==> config.mk <==
export PLATFORM = sky130hd
export DESIGN_NAME = read_wrap_latency_boot_config
export DESIGN_NICKNAME = d
export VERILOG_FILES = /design/src/read_wrap_latency_boot_config.v /design/src/read_timing_decode.v
export VERILOG_INCLUDE_DIRS = /design/src
export SDC_FILE = /design/constraint.sdc
export NUM_CORES = 1
export LEC_CHECK = 0
export BUFFER_PORTS_ARGS = -buffer_cell sky130_fd_sc_hd__buf_2
export CAP_MARGIN = 20
export CORE_MARGIN = 2
export CORE_UTILIZATION = 55
export DETAILED_ROUTE_END_ITERATION = 6
export PLACE_DENSITY = 0.79
export SYNTH_ARGS = -nofsm -noshare
export SYNTH_HDL_FRONTEND = slang
export SYNTH_SLANG_ARGS = --single-unit
==> constraint.sdc <==
create_clock -name clock_i -period 3.4 [get_ports clock_i]
set_input_delay 0.68 -clock clock_i [delete_from_list [all_inputs] [get_ports clock_i]]
set_output_delay 0.68 -clock clock_i [all_outputs]
set_load 0.005 [all_outputs]
==> src/read_boot_config_regs.vh <==
// constants for the read wrap / latency boot configuration block
`ifndef READ_BOOT_CONFIG_REGS_VH
`define READ_BOOT_CONFIG_REGS_VH

// ****************************************************************
// register addresses reached with the any-register commands
// ****************************************************************
`define BOOT_CFG_ADDR          24'h000004
`define LIVE_CFG_ADDR          24'h000070

// ****************************************************************
// field layout and factory default
// ****************************************************************
`define CFG_RSVD_BIT           7
`define CFG_WRAP_SIZE_HI       6
`define CFG_WRAP_SIZE_LO       5
`define CFG_WRAP_OFF_BIT       4
`define CFG_LAT_HI             3
`define CFG_LAT_LO             0
`define BOOT_CFG_DEFAULT       8'h70
`define WRITE_REGS_CFG_BYTE    3'h3

// ****************************************************************
// latency figures in dummy cycles
// ****************************************************************
`define LAT_CODE_ZERO          4'h0
`define LAT_ZERO_DUMMY         5'h08
`define LAT_FIXED_DUMMY        5'h01
`define LAT_NONE               5'h00

// ****************************************************************
// command opcodes
// ****************************************************************
`define OP_PERSIST_UNLOCK      8'h06
`define OP_WRITE_REGS          8'h01
`define OP_WRITE_ANY_REG       8'h71
`define OP_READ_ANY_REG        8'h65
`define OP_FAST_READ           8'h0b
`define OP_FAST_READ4          8'h0c
`define OP_DUAL_OUT_READ       8'h3b
`define OP_DUAL_OUT_READ4      8'h3c
`define OP_QUAD_OUT_READ       8'h6b
`define OP_QUAD_OUT_READ4      8'h6c
`define OP_DUAL_IO_READ        8'hbb
`define OP_DUAL_IO_READ4       8'hbc
`define OP_QUAD_IO_READ        8'heb
`define OP_QUAD_IO_READ4       8'hec
`define OP_DDR_QUAD_READ       8'hed
`define OP_DDR_QUAD_READ4      8'hee
`define OP_SECURITY_READ       8'h4b
`define OP_PARAMS_READ         8'h5a
`define OP_LEARN_PATTERN_READ  8'h41
`define OP_PROT_BITS_READ      8'h2b
`define OP_PROT_REG_READ       8'ha7
`define OP_PASSWORD_READ       8'he7

// ****************************************************************
// serial engine states
// ****************************************************************
`define ST_CMD                 3'h0
`define ST_ADDR                3'h1
`define ST_WDATA               3'h2
`define ST_DUMMY               3'h3
`define ST_RDATA               3'h4
`define ST_IGNORE              3'h5
`define CMD_LAST_BIT           5'h07
`define ADDR_LAST_BIT          5'h17

`endif

==> src/read_wrap_latency_boot_config.v <==
// boot configuration register for read wrap and latency, with its serial access
`timescale 1ns/100ps
`include "read_boot_config_regs.vh"


module read_wrap_latency_boot_config
(
    input  wire        clock_i,
    input  wire        reset_i,
    input  wire        sck_i,
    input  wire        cs_n_i,
    input  wire        si_i,
    output reg         so_o,
    output reg         so_oe_o,
    input  wire        hard_reset_i,
    input  wire        soft_reset_i,
    input  wire [7:0]  read_opcode_i,
    input  wire [31:0] read_addr_i,
    output wire [4:0]  latency_cycles_o,
    output wire        wrap_active_o,
    output wire [31:0] read_addr_next_o,
    output wire [7:0]  boot_config_o,
    output wire [7:0]  live_config_o,
    output wire        wrap_on_o,
    output wire [1:0]  wrap_size_o,
    output wire [3:0]  latency_code_o
);

    // ****************************************************************
    // pin synchronisers
    // ****************************************************************
    reg  [1:0]  sck_sync;
    reg  [1:0]  cs_n_sync;
    reg  [1:0]  si_sync;
    reg  [1:0]  hard_sync;
    reg         sck_prev;
    reg         hard_prev;
    wire        sck_rise;
    wire        sck_fall;
    wire        cs_low;
    wire        hard_rise;

    always @(posedge clock_i or posedge reset_i)
    begin
        if (reset_i)
        begin
            sck_sync  <= 2'h0;
            cs_n_sync <= 2'h3;
            si_sync   <= 2'h0;
            hard_sync <= 2'h0;
            sck_prev  <= 1'b0;
            hard_prev <= 1'b0;
        end
        else
        begin
            sck_sync  <= {sck_sync[0], sck_i};
            cs_n_sync <= {cs_n_sync[0], cs_n_i};
            si_sync   <= {si_sync[0], si_i};
            hard_sync <= {hard_sync[0], hard_reset_i};
            sck_prev  <= sck_sync[1];
            hard_prev <= hard_sync[1];
        end
    end

    assign sck_rise  = sck_sync[1] && !sck_prev;
    assign sck_fall  = !sck_sync[1] && sck_prev;
    assign cs_low    = !cs_n_sync[1];
    assign hard_rise = hard_sync[1] && !hard_prev;

    // ****************************************************************
    // serial engine and registers
    // ****************************************************************
    reg  [7:0]  boot_config;
    reg  [7:0]  live_config;
    reg  [2:0]  state;
    reg  [4:0]  bit_cnt;
    reg  [7:0]  shift_in;
    reg  [7:0]  opcode;
    reg  [23:0] reg_addr;
    reg  [2:0]  byte_idx;
    reg  [4:0]  dummy_cnt;
    reg  [7:0]  shift_out;
    reg         write_unlocked;
    reg         write_seen;
    wire [7:0]  next_byte;
    wire [23:0] next_addr;
    wire [4:0]  reg_read_dummy;
    wire [7:0]  read_value;
    wire        store_boot;

    assign next_byte = {shift_in[6:0], si_sync[1]};
    assign next_addr = {reg_addr[22:0], si_sync[1]};

    // unmapped addresses read as zero
    assign read_value = (reg_addr == `BOOT_CFG_ADDR) ? boot_config
                      : (reg_addr == `LIVE_CFG_ADDR) ? live_config : 8'h00;

    // write-registers carries this register as its fourth byte
    assign store_boot = write_unlocked &&
                        (((opcode == `OP_WRITE_REGS) && (byte_idx == `WRITE_REGS_CFG_BYTE)) ||
                         ((opcode == `OP_WRITE_ANY_REG) && (reg_addr == `BOOT_CFG_ADDR)));

    always @(posedge clock_i or posedge reset_i)
    begin
        if (reset_i)
        begin
            boot_config    <= `BOOT_CFG_DEFAULT;
            live_config    <= `BOOT_CFG_DEFAULT;
            state          <= `ST_CMD;
            bit_cnt        <= 5'h00;
            shift_in       <= 8'h00;
            opcode         <= 8'h00;
            reg_addr       <= 24'h000000;
            byte_idx       <= 3'h0;
            dummy_cnt      <= 5'h00;
            shift_out      <= 8'h00;
            write_unlocked <= 1'b0;
            write_seen     <= 1'b0;
            so_o           <= 1'b0;
            so_oe_o        <= 1'b0;
        end
        else
        begin
            // boot copy governs after any reset, live copy thereafter
            if (hard_rise || soft_reset_i)
                live_config <= boot_config;
            so_oe_o <= cs_low && (state == `ST_RDATA);
            if (!cs_low)
            begin
                state    <= `ST_CMD;
                bit_cnt  <= 5'h00;
                byte_idx <= 3'h0;
                // unlock lasts for exactly one write command
                if (write_seen)
                begin
                    write_unlocked <= 1'b0;
                    write_seen     <= 1'b0;
                end
            end
            else if (sck_rise)
            begin
                shift_in <= next_byte;
                bit_cnt  <= bit_cnt + 5'h01;
                case (state)
                    `ST_CMD:
                    begin
                        if (bit_cnt == `CMD_LAST_BIT)
                        begin
                            opcode  <= next_byte;
                            bit_cnt <= 5'h00;
                            case (next_byte)
                                `OP_PERSIST_UNLOCK:
                                begin
                                    write_unlocked <= 1'b1;
                                    state          <= `ST_IGNORE;
                                end
                                `OP_WRITE_REGS:
                                begin
                                    write_seen <= 1'b1;
                                    state      <= `ST_WDATA;
                                end
                                `OP_WRITE_ANY_REG:
                                begin
                                    write_seen <= 1'b1;
                                    state      <= `ST_ADDR;
                                end
                                `OP_READ_ANY_REG:
                                    state <= `ST_ADDR;
                                default:
                                    state <= `ST_IGNORE;
                            endcase
                        end
                    end
                    `ST_ADDR:
                    begin
                        reg_addr <= next_addr;
                        if (bit_cnt == `ADDR_LAST_BIT)
                        begin
                            bit_cnt <= 5'h00;
                            if (opcode == `OP_WRITE_ANY_REG)
                                state <= `ST_WDATA;
                            else
                            begin
                                dummy_cnt <= reg_read_dummy;
                                state     <= `ST_DUMMY;
                            end
                        end
                    end
                    `ST_WDATA:
                    begin
                        if (bit_cnt == `CMD_LAST_BIT)
                        begin
                            bit_cnt <= 5'h00;
                            if (store_boot)
                                boot_config <= {1'b0, next_byte[6:0]};
                            if (byte_idx != 3'h7)
                                byte_idx <= byte_idx + 3'h1;
                        end
                    end
                    `ST_DUMMY:
                    begin
                        dummy_cnt <= dummy_cnt - 5'h01;
                        // data only after the last latency cycle
                        if (dummy_cnt == 5'h01)
                        begin
                            shift_out <= read_value;
                            state     <= `ST_RDATA;
                        end
                    end
                    `ST_RDATA:
                        bit_cnt <= 5'h00;
                    `ST_IGNORE:
                        bit_cnt <= 5'h00;
                    default:
                        state <= `ST_IGNORE;
                endcase
            end
            else if (sck_fall && (state == `ST_RDATA))
            begin
                // rotating the byte repeats it for as long as the host clocks
                so_o      <= shift_out[7];
                shift_out <= {shift_out[6:0], shift_out[7]};
            end
        end
    end

    // ****************************************************************
    // latency and wrap decode
    // ****************************************************************
    read_timing_decode reg_read_timing
    (
        .opcode_i       (`OP_READ_ANY_REG),
        .live_config_i  (live_config),
        .addr_i         (32'h00000000),
        .dummy_cycles_o (reg_read_dummy),
        .wrap_active_o  (),
        .addr_next_o    ()
    );

    read_timing_decode array_read_timing
    (
        .opcode_i       (read_opcode_i),
        .live_config_i  (live_config),
        .addr_i         (read_addr_i),
        .dummy_cycles_o (latency_cycles_o),
        .wrap_active_o  (wrap_active_o),
        .addr_next_o    (read_addr_next_o)
    );

    assign boot_config_o  = boot_config;
    assign live_config_o  = live_config;
    assign wrap_on_o      = !live_config[`CFG_WRAP_OFF_BIT];
    assign wrap_size_o    = live_config[`CFG_WRAP_SIZE_HI:`CFG_WRAP_SIZE_LO];
    assign latency_code_o = live_config[`CFG_LAT_HI:`CFG_LAT_LO];

endmodule // read_wrap_latency_boot_config

==> src/read_timing_decode.v <==
// latency and burst wrap decode for one read command
`timescale 1ns/100ps
`include "read_boot_config_regs.vh"

module read_timing_decode
(
    input  wire [7:0]  opcode_i,
    input  wire [7:0]  live_config_i,
    input  wire [31:0] addr_i,
    output reg  [4:0]  dummy_cycles_o,
    output wire        wrap_active_o,
    output wire [31:0] addr_next_o
);

    wire [3:0]  lat_code;
    wire [1:0]  wrap_size;
    wire        wrap_cmd;
    wire [31:0] wrap_mask;
    wire [31:0] addr_inc;

    assign lat_code  = live_config_i[`CFG_LAT_HI:`CFG_LAT_LO];
    assign wrap_size = live_config_i[`CFG_WRAP_SIZE_HI:`CFG_WRAP_SIZE_LO];

    // ****************************************************************
    // dummy cycles
    // ****************************************************************
    always @*
    begin
        case (opcode_i)
            `OP_LEARN_PATTERN_READ, `OP_PROT_BITS_READ,
            `OP_PROT_REG_READ, `OP_PASSWORD_READ:
                dummy_cycles_o = `LAT_FIXED_DUMMY;
            `OP_FAST_READ, `OP_FAST_READ4, `OP_DUAL_OUT_READ, `OP_DUAL_OUT_READ4,
            `OP_QUAD_OUT_READ, `OP_QUAD_OUT_READ4, `OP_DUAL_IO_READ,
            `OP_DUAL_IO_READ4, `OP_QUAD_IO_READ, `OP_QUAD_IO_READ4,
            `OP_DDR_QUAD_READ, `OP_DDR_QUAD_READ4, `OP_SECURITY_READ,
            `OP_READ_ANY_REG, `OP_PARAMS_READ:
                dummy_cycles_o = (lat_code == `LAT_CODE_ZERO) ? `LAT_ZERO_DUMMY
                                 : {1'b0, lat_code};
            default:
                dummy_cycles_o = `LAT_NONE;
        endcase
    end

    // ****************************************************************
    // burst wrap
    // ****************************************************************
    assign wrap_cmd = (opcode_i == `OP_QUAD_IO_READ) || (opcode_i == `OP_QUAD_IO_READ4) ||
                      (opcode_i == `OP_DDR_QUAD_READ) ||
                      (opcode_i == `OP_DDR_QUAD_READ4);

    // a clear wrap bit means wrapping is on
    assign wrap_active_o = wrap_cmd && !live_config_i[`CFG_WRAP_OFF_BIT];

    // group of 8 << size bytes, aligned
    assign wrap_mask = {26'h0000000, wrap_size == 2'h3, wrap_size[1],
                        wrap_size != 2'h0, 3'h7};
    assign addr_inc  = addr_i + 32'h00000001;
    assign addr_next_o = wrap_active_o ? ((addr_i & ~wrap_mask) | (addr_inc & wrap_mask))
                                       : addr_inc;

endmodule // read_timing_decode

==> impl_results.md <==
- Clock Path Buffers: 2
- Final WS setup: 0.202 ns
- Post-synthesis simple-gate area fraction: 0.213
- Cell mode on critical path: buf_2
- Setup violations, final: 0
- Worst VDD drop: 0.311 mV
- Avg Synthesized Cell Area: 10.6 µm²
- Compound-Gate Fraction of Synth Area: 0.0882
- Vias in the first global route: 3,827
- Largest stage delay, worst path: 0.68 ns
- Top_reg_cell synth: dfrtp_1
- Main area contributors after synthesis: dfrtp_1 (41%), mux2_2 (12%), dfstp_2 (4.2%)
- Post_cts resized: 0
- CTS tree: done
- Routed Antenna Nets: 0
- Std cell rows: 34
- Worst Max-Slew Pin Slew: 0.805 ns
- Register area: 0.00229 mm²
- Pre-CTS setup slack: 0.208 ns
- P_sw: 545 µW
- Ports: 110
- Data arrival time of the critical path: 2.52 ns
- Nets: 627
- Die Y: 99.4 µm
- Reg clk slew, reported paths: 0.08 ns
- # H-tree levels: 3
- Crit path launch type: input port
- Multiplexer share of the synthesized area: 0.130
- Post-Synth Adder-Cell Area: 0.0175
- CTS Hold Bufs: 0
- Hold Vio Cnt, Final: 0
- Setup Buffers After CTS: 0
- Via density: 5.79
- Slowest stage cell on the critical path: or4_1
- Via count: 3,972
- Async set-reset flop share out of synthesis: 1.00
- Largest net degree at the start of global routing: 48
- # fillers: 692
- Pwr Density: 373 mW/mm²
- Number of I/O port buffers: 106
- Hpwl dp: 8.13 mm
- Critical path required time: 2.72 ns
- P_leak: 2.82 nW
- Upper clock frequency limit: 313 MHz
- Diode count: 0
- DR iter-0 viols: 169
- Critical path capture point type: output port
- DRT Pass-1 Iters: 5
- Relative slew slack: 0.463
- Clock Power Share: 0.341
- Int Power: 1.61 mW
- Synth Register Bits: 91
- GPL Wtd Cong: 1.00
- Synth Area in XOR/XNOR: 0.0560
- Post-synth EDFFs: 0
- Synth top area share: 0.415
- Most common cell after layout, fill and taps aside: buf_2
- DRC: 0
- Min-Delay Path Class: flop to flop
- Status: complete, no violations
- Final Max Slew Viols: 0
- Routed Wire Length: 10.9 mm
- Unrepaired setup endpoints after global routing: false
- Sequential fraction of design power: 0.553
- Distinct cells, synth: 66
- Cts bufs inserted: 9
- GRT Total Usage: 0.224
- Die ar.: 0.00988 mm²
- Synth Warn #: 0
- Seq/Total Area, Yosys: 0.457
- Number of antenna violations at the first check in global routing: 0
- Total grt overflow: 0
- Crit path max fanout: 9
- Root buf cell: clkbuf_8
- Initial Util: 0.571
- Synth area leader: dfrtp_1
- Clk_lat worst skew: 0.36 ns
- Core area: 0.00876 mm²
- Fraction of layout cells with a size suffix above 1: 0.355
- First-pass GRT wire length: 17.8 mm
- Final setup TNS: 0 ns
- Drt wl/cell: 16.0 µm
- Period utilisation layout: 0.941
- Combinational fraction of design power: 0.106
- Synth-to-layout area growth: 15.6%
- Max Cap Viol: 0
- Mapped cell area: 0.00501 mm²
- Final worst path period need: 3.20 ns
- Commonest cells after routing, fill and taps aside: buf_2 (106), dfrtp_1 (83), mux2_2 (55)
- Worst Skew: 0.00855 ns
- Main combinational cell family by area after synthesis: simple AND/OR/NAND/NOR gates
- Post-synthesis cell count: 471
- CP cell instances: buf_2, a21bo_2, a2111o_2, inv_2, or4_1, nor4_2, xor2_1, buf_2
- Area of the multi-input gates: 0.00254 mm²
- Die width: 99.4 µm
- Sw Share: 0.253
- Type of the worst setup path: input port to output port
- CTS sink count: 91
==> stage by stage <==
stage               utilization  hold WS, ns  cell area [µm²]  std cells  total power, mW
global route              0.660        0.362             5790        686             2.26
detailed placement        0.637        0.335             5590        670             1.44
CTS                       0.660        0.353             5790        686             2.17
floorplan                     -        0.331             5010        473             1.33
global placement          0.637        0.335             5590        670             1.43
finish                    0.660        0.352             5790        686             2.16
==> cell type report <==
cell class                 instances  share of cell area
tap                              108              0.0234
timing repair buffer             110              0.0969
clock buffer                      14              0.0281
inverter                          17              0.0112
clock inverter                     2             0.00649
multi-input combinational        344               0.439
sequential                        91               0.395
==> final timing paths <==
path / from / to / slack [ns] / depth (start not counted)
hold reg to reg: sck_sync[0]$_DFF_PP0_ / sck_sync[1]$_DFF_PP0_ / 0.35 / 0
min in group asynchronous: reset_i / si_sync[0]$_DFF_PP0_ / 0.44 / 2
hold / removal: sck_sync[0]$_DFF_PP0_ / sck_sync[1]$_DFF_PP0_ / 0.35 / 0
max in group asynchronous: reset_i / cs_n_sync[0]$_DFF_PP1_ / 2.10 / 3
setup / recovery: read_opcode_i[2] / read_addr_next_o[31] / 0.20 / 8
setup reg to reg: opcode[3]$_DFFE_PP0P_ / dummy_cnt[1]$_DFFE_PP0P_ / 1.03 / 5
==> power groups by stage <==
stage	Combinational (mW)	Clock [mW]	Sequential [mW]
finish	0.228	0.735	1.19
global route	0.253	0.799	1.20
CTS	0.229	0.751	1.19
detailed placement	0.225	0	1.21
global placement	0.219	0	1.21
floorplan	0.139	0	1.19
==> registers in the layout (all words and copies together) (netlist names), 2 cells and up <==
register       count
reg_addr          24
opcode             8
shift_out          8
boot_config_o      7
live_config_o      7
shift_in           7
bit_cnt            5
dummy_cnt          5
byte_idx           3
state              3
cs_n_sync          2
hard_sync          2
sck_sync           2
si_sync            2
==> layer usage <==
metal  share of wire  vias up  track usage
met5               0        -            0
met4           0.020        0       0.0832
met3           0.060       20       0.0358
met2            0.48      146        0.377
met1            0.44     1888        0.293
li1                -     1918            -
==> cells by family (layout without fill, tap and decap cells) <==
logic type      after synthesis  count (layout)
compound gates               61              61
xor+xnor                     32              32
fa+ha+maj                     7               7
buf+inv                      38             143
flops                        91              91
mux                          58              58
other cells                   1               3
simple gates                183             183
==> synth_stat cells (3+ instances only) <==
| library cell | instances |
|---|---|
| nand4b_1 | 4 |
| a21oi_1 | 6 |
| o21bai_1 | 7 |
| inv_1 | 16 |
| xnor2_1 | 14 |
| nand2_1 | 31 |
| nor3b_1 | 4 |
| a21o_1 | 3 |
| a211oi_1 | 4 |
| nand3b_1 | 3 |
| nor4_1 | 10 |
| nand3_1 | 20 |
| buf_4 | 9 |
| o21ai_0 | 9 |
| a221oi_1 | 8 |
| nor3_1 | 24 |
| nor2b_1 | 7 |
| buf_2 | 3 |
| and2_1 | 3 |
| and3_1 | 3 |
| mux2_2 | 55 |
| dfstp_2 | 8 |
| nor2_1 | 32 |
| nand4_1 | 7 |
| nand2b_1 | 7 |
| ha_1 | 7 |
| xor2_1 | 18 |
| nor4b_1 | 5 |
| clkbuf_1 | 8 |
| a31oi_1 | 4 |
| mux2i_1 | 3 |
| dfrtp_1 | 83 |
==> critical path: cells and delay by family <==
family | cells | cell delay (ns)
XOR/XNOR | 1 | 0.17
AND/OR/NAND/NOR | 2 | 0.92
AO/OA/AOI/OAI | 2 | 0.40
buffers and inverters | 3 | 0.35
Power figures use the tool's default switching activity.
